File: src/cpsw_defs.vh
// constants for the program counter and status word block
// assumes inclusion by bare name from the design files of this block
`ifndef CPSW_DEFS_VH
`define CPSW_DEFS_VH
// register indices on the software port
`define CPSW_ADDR_SW_LOWER  4'h0
`define CPSW_ADDR_SW_UPPER  4'h1
`define CPSW_ADDR_PC_LOW    4'h2
`define CPSW_ADDR_PC_MID    4'h3
`define CPSW_ADDR_PC_HIGH   4'h4
`define CPSW_ADDR_REGMAP    4'h5
// status word bit positions (lower half)
`define CPSW_BIT_CARRY      0
`define CPSW_BIT_ZERO_RSVD  1
`define CPSW_BIT_PARITY     2
`define CPSW_BIT_IE         3
`define CPSW_BIT_AUX        4
`define CPSW_BIT_RSS        5
`define CPSW_BIT_ZERO       6
`define CPSW_BIT_SIGN       7
// upper half positions, counted within the whole 16-bit word
`define CPSW_BIT_BANK_LO    12
`define CPSW_BIT_USER       15
// reset values
`define CPSW_RST_SW         16'h0000
`define CPSW_RST_PC_HIGH    4'h0
// flag update source selects
`define CPSW_PV_NONE        2'h0
`define CPSW_PV_PARITY      2'h1
`define CPSW_PV_OVERFLOW    2'h2
`endif

File: src/cpsw_flag_calc.v
// result flag calculator: parity, overflow, zero, sign; carries come in as inputs
// assumes a combinational result from the alu of the same clock
`include "cpsw_defs.vh"
module cpsw_flag_calc (
    input  wire [15:0] res,        // operation result
    input  wire        wide,       // 16-bit operation
    input  wire        shift16,    // 16-bit shift, parity on low byte
    input  wire        c_msb_out,  // carry out of msb
    input  wire        c_msb_in,   // carry into msb
    output wire        parity,     // even count of ones
    output wire        overflow,   // two's complement overflow
    output wire        zero,       // all zero result
    output wire        sign        // result msb
);
    wire [15:0] pmask;
    // parity over byte for 16-bit shifts and 8-bit ops
    assign pmask    = (wide && !shift16) ? 16'hffff : 16'h00ff;
    assign parity   = ~^(res & pmask);
    assign overflow = c_msb_out ^ c_msb_in;
    assign zero     = wide ? (res == 16'h0000) : (res[7:0] == 8'h00);
    assign sign     = wide ? res[15] : res[7];
endmodule

File: src/cpsw_int_gate.v
// interrupt acceptance gate driven by the enable flag
// assumes mask flags and priority resolved by the interrupt controller
module cpsw_int_gate (
    input  wire ie,           // interrupt enable flag
    input  wire nmi_req,      // non-maskable request
    input  wire macro_req,    // unmasked macro service request
    input  wire mask_req,     // maskable request, mask and priority passed
    output wire accept_nmi,   // accept non-maskable
    output wire accept_macro, // accept macro service
    output wire accept_mask   // accept vectored maskable
);
    // nmi and macro service pass regardless of the enable flag
    assign accept_nmi   = nmi_req;
    assign accept_macro = macro_req & ~nmi_req;
    assign accept_mask  = ie & mask_req & ~nmi_req & ~macro_req;
endmodule

File: src/cpsw_core.v
// program counter and status word registers of the cpu
// assumes a sequencer on clk_sys issuing one-cycle control strobes
`include "cpsw_defs.vh"
module cpsw_core #(
    parameter PC_W = 20            // program counter width
) (
    input  wire             clk_sys,      // system clock, 20 MHz
    input  wire             rstn,         // async reset, active low
    // program counter control
    input  wire             fetch_en,     // instruction bytes fetched
    input  wire [2:0]       fetch_cnt,    // bytes fetched
    input  wire             branch_en,    // branch taken
    input  wire [PC_W-1:0]  branch_addr,  // immediate or register target
    input  wire             vec_load,     // reset vector word valid
    input  wire [15:0]      vec_word,     // word at addresses 0 and 1
    output reg  [PC_W-1:0]  pc_q,         // program counter
    // result flag updates
    input  wire [15:0]      res,          // operation result
    input  wire             res_wide,     // 16-bit result
    input  wire             res_shift16,  // 16-bit shift
    input  wire             upd_zs,       // update zero and sign
    input  wire             upd_cy,       // update carry
    input  wire             cy_in,        // new carry value
    input  wire             upd_ac,       // update aux carry
    input  wire             ac_in,        // carry or borrow at bit 3
    input  wire [1:0]       upd_pv,       // parity/overflow source
    input  wire             c_msb_out,    // carry out of msb
    input  wire             c_msb_in,     // carry into msb
    // bit manipulation and instruction control
    input  wire             bit_wr,       // single-bit write
    input  wire [3:0]       bit_sel,      // bit within status word
    input  wire             bit_val,      // value written
    input  wire             ei_instr,     // enable interrupts
    input  wire             di_instr,     // disable interrupts
    input  wire             bank_instr,   // bank select instruction
    input  wire [2:0]       bank_num,     // chosen bank
    // save and restore
    input  wire             save_sw,      // push or copy to pair
    input  wire             ctx_mode,     // context switching in use
    input  wire             restore_sw,   // return instruction
    input  wire [15:0]      restore_data, // popped word
    output wire [15:0]      stack_data,   // word to stack
    output wire             stack_push,   // push strobe
    output wire [15:0]      pair_data,    // word to fourth register pair
    output wire             pair_write,   // pair write strobe
    // interrupts
    input  wire             nmi_req,      // non-maskable request
    input  wire             macro_req,    // macro service request
    input  wire             mask_req,     // maskable request
    output wire             accept_nmi,   // non-maskable accepted
    output wire             accept_macro, // macro service accepted
    output wire             accept_mask,  // maskable accepted
    // flags to branch and register logic
    output wire             carry_flag,   // carry
    output wire             pv_flag,      // parity/overflow
    output wire             zero_flag,    // zero
    output wire             sign_flag,    // sign
    output wire [2:0]       bank_sel,     // register bank
    output wire [2:0]       reg_a,        // register index for a
    output wire [2:0]       reg_x,        // register index for x
    output wire [2:0]       reg_b,        // register index for b
    output wire [2:0]       reg_c,        // register index for c
    output wire [1:0]       pair_ax,      // pair index for ax
    output wire [1:0]       pair_bc,      // pair index for bc
    // software register port
    input  wire [3:0]       reg_addr,     // register index
    input  wire [7:0]       reg_wdata,    // write data
    input  wire             reg_wr,       // write strobe
    input  wire             reg_rd,       // read strobe
    output reg  [7:0]       reg_rdata_q   // read data, next cycle
);
    reg         rst_s1_q;
    reg         rst_s2_q;
    reg  [15:0] sw_q;
    reg  [15:0] sw_d;
    wire        f_par;
    wire        f_ovf;
    wire        f_zero;
    wire        f_sign;

    // reset release through two flip-flops
    always @(posedge clk_sys or negedge rstn) begin
        if (!rstn) begin
            rst_s1_q <= 1'b0;
            rst_s2_q <= 1'b0;
        end else begin
            rst_s1_q <= 1'b1;
            rst_s2_q <= rst_s1_q;
        end
    end

    cpsw_flag_calc u_flags (
        .res       (res),
        .wide      (res_wide),
        .shift16   (res_shift16),
        .c_msb_out (c_msb_out),
        .c_msb_in  (c_msb_in),
        .parity    (f_par),
        .overflow  (f_ovf),
        .zero      (f_zero),
        .sign      (f_sign)
    );

    cpsw_int_gate u_gate (
        .ie           (sw_q[`CPSW_BIT_IE]),
        .nmi_req      (nmi_req),
        .macro_req    (macro_req),
        .mask_req     (mask_req),
        .accept_nmi   (accept_nmi),
        .accept_macro (accept_macro),
        .accept_mask  (accept_mask)
    );

    // program counter: vector, branch, then fetch advance
    always @(posedge clk_sys or negedge rstn) begin
        if (!rstn) begin
            pc_q <= {PC_W{1'b0}};
        end else if (!rst_s2_q) begin
            pc_q <= {PC_W{1'b0}};
        end else if (vec_load) begin
            pc_q <= {`CPSW_RST_PC_HIGH, vec_word};
        end else if (branch_en) begin
            pc_q <= branch_addr;
        end else if (fetch_en) begin
            pc_q <= pc_q + {{(PC_W-3){1'b0}}, fetch_cnt};
        end
    end

    // status word next value; untouched bits hold
    always @* begin
        sw_d = sw_q;
        if (upd_cy)
            sw_d[`CPSW_BIT_CARRY] = cy_in;
        if (upd_ac)
            sw_d[`CPSW_BIT_AUX] = ac_in;
        if (upd_zs) begin
            sw_d[`CPSW_BIT_ZERO] = f_zero;
            sw_d[`CPSW_BIT_SIGN] = f_sign;
        end
        case (upd_pv)
            `CPSW_PV_PARITY:   sw_d[`CPSW_BIT_PARITY] = f_par;
            `CPSW_PV_OVERFLOW: sw_d[`CPSW_BIT_PARITY] = f_ovf;
            default:           sw_d[`CPSW_BIT_PARITY] = sw_q[`CPSW_BIT_PARITY];
        endcase
        if (bank_instr)
            sw_d[`CPSW_BIT_BANK_LO+2:`CPSW_BIT_BANK_LO] = bank_num;
        if (bit_wr)
            sw_d[bit_sel] = bit_val;
        if (reg_wr && reg_addr == `CPSW_ADDR_SW_LOWER)
            sw_d[7:0] = reg_wdata;
        if (reg_wr && reg_addr == `CPSW_ADDR_SW_UPPER)
            sw_d[15:8] = reg_wdata;
        if (ei_instr)
            sw_d[`CPSW_BIT_IE] = 1'b1;
        if (di_instr)
            sw_d[`CPSW_BIT_IE] = 1'b0;
        if (restore_sw)
            sw_d = restore_data;
        if (accept_mask)
            sw_d[`CPSW_BIT_IE] = 1'b0;
        sw_d[`CPSW_BIT_ZERO_RSVD] = 1'b0;
    end

    // status word register, cleared by reset
    always @(posedge clk_sys or negedge rstn) begin
        if (!rstn)
            sw_q <= `CPSW_RST_SW;
        else if (!rst_s2_q)
            sw_q <= `CPSW_RST_SW;
        else
            sw_q <= sw_d;
    end

    // save path: stack normally, fourth pair under context switching
    assign stack_data = sw_q;
    assign stack_push = save_sw & ~ctx_mode;
    assign pair_data  = sw_q;
    assign pair_write = save_sw & ctx_mode;

    // flags for conditional branches and the bank field
    assign carry_flag = sw_q[`CPSW_BIT_CARRY];
    assign pv_flag    = sw_q[`CPSW_BIT_PARITY];
    assign zero_flag  = sw_q[`CPSW_BIT_ZERO];
    assign sign_flag  = sw_q[`CPSW_BIT_SIGN];
    assign bank_sel   = sw_q[`CPSW_BIT_BANK_LO+2:`CPSW_BIT_BANK_LO];

    // accumulator-style register mapping
    assign reg_a   = sw_q[`CPSW_BIT_RSS] ? 3'h5 : 3'h1;
    assign reg_x   = sw_q[`CPSW_BIT_RSS] ? 3'h4 : 3'h0;
    assign reg_b   = sw_q[`CPSW_BIT_RSS] ? 3'h7 : 3'h3;
    assign reg_c   = sw_q[`CPSW_BIT_RSS] ? 3'h6 : 3'h2;
    assign pair_ax = sw_q[`CPSW_BIT_RSS] ? 2'h2 : 2'h0;
    assign pair_bc = sw_q[`CPSW_BIT_RSS] ? 2'h3 : 2'h1;

    // read port, data the cycle after the strobe
    always @(posedge clk_sys or negedge rstn) begin
        if (!rstn) begin
            reg_rdata_q <= 8'h00;
        end else if (reg_rd) begin
            case (reg_addr)
                `CPSW_ADDR_SW_LOWER: reg_rdata_q <= sw_q[7:0];
                `CPSW_ADDR_SW_UPPER: reg_rdata_q <= {sw_q[15:12], 4'h0};
                `CPSW_ADDR_PC_LOW:   reg_rdata_q <= pc_q[7:0];
                `CPSW_ADDR_PC_MID:   reg_rdata_q <= pc_q[15:8];
                `CPSW_ADDR_PC_HIGH:  reg_rdata_q <= {4'h0, pc_q[19:16]};
                `CPSW_ADDR_REGMAP:   reg_rdata_q <= {2'h0, pair_ax, 1'b0, reg_a};
                default:             reg_rdata_q <= 8'h00;
            endcase
        end
    end
endmodule

File: config.mk
export PLATFORM = sky130hd
export DESIGN_NAME = cpsw_core
export DESIGN_NICKNAME = d
export VERILOG_FILES = /design/src/cpsw_flag_calc.v /design/src/cpsw_int_gate.v /design/src/cpsw_core.v
export VERILOG_INCLUDE_DIRS = /design/src
export SDC_FILE = /design/constraint.sdc
export NUM_CORES = 1
export LEC_CHECK = 0
export BUFFER_PORTS_ARGS = -buffer_cell sky130_fd_sc_hd__buf_4
export CAP_MARGIN = 20
export CORE_MARGIN = 10
export CORE_UTILIZATION = 50
export DETAILED_ROUTE_END_ITERATION = 8
export GPL_TIMING_DRIVEN = 0
export PLACE_DENSITY = 0.87
export SLEW_MARGIN = 20
export SYNTH_ARGS = -nofsm -noshare
export SYNTH_HDL_FRONTEND = slang
export SYNTH_HIERARCHICAL = 1
export SYNTH_SLANG_ARGS = --single-unit
File: constraint.sdc
create_clock -name clk_sys -period 4.9 [get_ports clk_sys]
set_clock_uncertainty 0.2 [all_clocks]
set_input_delay 0.49 -clock clk_sys [delete_from_list [all_inputs] [get_ports clk_sys]]
set_output_delay 0.49 -clock clk_sys [all_outputs]
set_load 0.05 [all_outputs]
==> out/qor.txt <==
status - complete, but fails checks
failing checks - negative hold slack
Cell Area, Synth - 3944 sq um
layout overhead on the synthesized area - 44.13%
fraction of the cycle the final worst path needs - 0.5176
Initial DRC Count - 365
nets - 812
dpl ws - 2.249 ns
Ys Warns - 6
Netlist cell types - 62
Antenna Cells - 0
Critical Path RT - 4.91 ns
core area - 7687 sq um
Pleak - 2.794 nW
total design power - 0.001399 W
CTS buffer count - 5
H-tree levels - 2
placed cells - 778
number of synthesized register bits - 45
final setup fails - 0
EDFF count, synth - 0
worst-margin pin slew - 0.7249 ns
Clock transition at path regs - 0.10 ns
FF-to-FF path depth - 7
crit-path max FO - 4
wire length per cell - 20.30 um
CTS tree - done
Root Driver - clkbuf_8
asr flop ratio synth - 1.000
CTS Hold Bufs - 0
first-pass GRT wire length - 24320 um
CP startpoint kind - flip-flop
Max Cap Violations - 0
Max transition margin - 0.5123
Slew Limit Fails - 0
Mean Syn Cell Area - 8.320 sq um
Post-DRT Antenna Nets - 0
die area - 11840 sq um
fin crit period - 2.536 ns
antenna violations before repair - 0
crit end category - flip-flop
Crit path arrival time - 2.54 ns
Hold Slack - -0.02514 ns
largest net degree at the start of global routing - 46
Mapped Cells - 474
# rows - 32
share of layout cells above drive strength 1 - 0.3904
Fin Setup TNS - 0 ns
R2R setup slack - 2.36 ns
Routed WL - 15960 um
via count - 4610
Achievable Freq - 394.3 MHz
Max VDD drop - 0.1694 mV
Final Hold Vio Count - 13
final cell count without fillers - 786
post-CTS setup buffers - 0
post-detail-place hpwl - 13070 um
Vias/cell - 5.865
Worst-Skew Late Latency - 0.31 ns
vias in the first global route - 4673
number of remaining DRC errors - 0
CTS sink cnt - 45
fin area - 5684 sq um
CP startpoint - pc_q[0]
Initial Util - 0.5130
Worst R2R End - pc_q[16]
gpl congestion - 0.9708
Setup CP Type - flip-flop to flip-flop
chip width - 108.8 um
RSZ-0062 raised after global routing - false
CTS Buffer Depth - 2
Port Buffers - 191
total track usage - 0.2543
DP Area - 5547 sq um
pwr dens - 246.1 nW/um^2
drt pass-1 iters - 6
CTS resizes - 0
Worst Hold Class - input pin to async pin
Synth Flop Type - dfrtp_1
Final Worst Setup Slack - 2.364 ns
Die Y - 108.8 um
worst r2r src - pc_q[0]
GRT overflow - 0
register area share after synthesis - 0.2855
I/O pin count - 207
[final cells by class]
type / instances / area [sq um]
Buffer: 63 / 399.1
Clock buffer: 5 / 68.82
Clock inverter: 3 / 68.82
Fill cell: 605 / 2003
Inverter: 25 / 93.84
Multi-Input combinational cell: 352 / 2366
Sequential cell: 45 / 1126
Tap cell: 102 / 127.6
Timing Repair Buffer: 191 / 1434
[flip-flops by register name, indices dropped and copies added (netlist names)]
name and count:
reg_rdata_q 8, pc_q 20, pair_data 15, rst_s1_q 1, rst_s2_q 1
[worst max-delay path: stages (launching register included)]
cell     delay (ns)
dfrtp_1        0.41
ha_1           0.25
fa_1           0.27
a21oi_1        0.13
nor4_1         0.57
nand4_1        0.21
xnor2_1        0.18
o211a_1        0.21
[placed cells by master (no fill, tap or decap), drive strengths merged, types with 5 or more instances in the layout]
cell / Yosys / layout
buf: 47 / 238
dfrtp: 45 / 45
a21oi: 41 / 41
o21ai: 39 / 39
nand2: 29 / 29
nor2: 27 / 27
inv: 25 / 26
clkbuf: 16 / 21
nand3: 19 / 19
mux2i: 14 / 14
xnor2: 14 / 14
conb: 2 / 13
a31oi: 11 / 11
nand2b: 10 / 10
ha: 9 / 9
o31ai: 8 / 8
nor2b: 8 / 8
nand4: 8 / 8
o311ai: 7 / 7
o22ai: 7 / 7
mux2: 6 / 6
a22o: 6 / 6
nor3: 6 / 6
o211a: 5 / 5
a22oi: 5 / 5
xor2: 5 / 5
[per-layer routing]
| metal | GRT usage | up-vias | part of all wire |
|---|---|---|---|
| met3 | 0.05251 | 32 | 0.094 |
| met4 | 0.09699 | 0 | 0.027 |
| li1 | - | 2094 | - |
| met5 | 0 | - | 0 |
| met1 | 0.3152 | 2180 | 0.39 |
| met2 | 0.4254 | 304 | 0.49 |
[per-stage QoR]
step,util,hold slack (ns)
final,0.7394,-0.02514
after global routing,0.7394,0.01939
after CTS,0.7394,0.001410
after detailed placement,0.7215,0.1373
after global placement,0.7215,0.1327
after floorplan,-,-0.005591
[cell usage after synthesis, drive strengths merged (4+ instances only)]
cell type,number,share of area
buf,47,0.086
dfrtp,45,0.29
a21oi,41,0.054
o21ai,39,0.049
nand2,29,0.028
nor2,27,0.026
inv,25,0.024
nand3,19,0.024
clkbuf,16,0.015
mux2i,14,0.036
xnor2,14,0.031
a31oi,11,0.017
nand2b,10,0.016
ha,9,0.029
nand4,8,0.018
nor2b,8,0.013
o31ai,8,0.015
o22ai,7,0.011
o311ai,7,0.016
a22o,6,0.013
mux2,6,0.017
nor3,6,0.010
a22oi,5,0.0095
o211a,5,0.013
xor2,5,0.011
a21o,4,0.0076
nor4,4,0.0063
or3,4,0.0063
[cell families (layout without fill, tap and decap cells)]
logic type / after synthesis / count (layout) / share of synthesized area
multiplexers: 23 / 23 / 0.06979
flip-flops: 45 / 45 / 0.2855
AND/OR/NAND/NOR: 134 / 134 / 0.1881
adder cells (fa/ha/maj): 10 / 10 / 0.03363
other: 2 / 13 / 0.001904
buffers and inverters: 88 / 287 / 0.1250
AO/OA/AOI/OAI: 152 / 152 / 0.2481
XOR/XNOR: 20 / 20 / 0.04791
[power breakdown]
part / leakage (nW) / internal [W] / total, W / switching, W
combinational: 2.14 / 0.000238 / 0.000598 / 0.000361
clock: 0.0687 / 0.000206 / 0.000353 / 0.000148
sequential: 0.589 / 0.000398 / 0.000447 / 0.0000493
total: 2.79 / 0.000841 / 0.00140 / 0.000557
[worst max path at each step]
stage,endpoint,cells past startpoint,slack (ns)
detailed placement,pair_data[2],10,2.25
global placement,pair_data[2],10,2.32
finish,pc_q[16],7,2.36
floorplan,pc_q[16],7,2.55
CTS,pc_q[16],7,2.41
global route,pc_q[16],7,2.16
(Power assumes the default switching activity.)
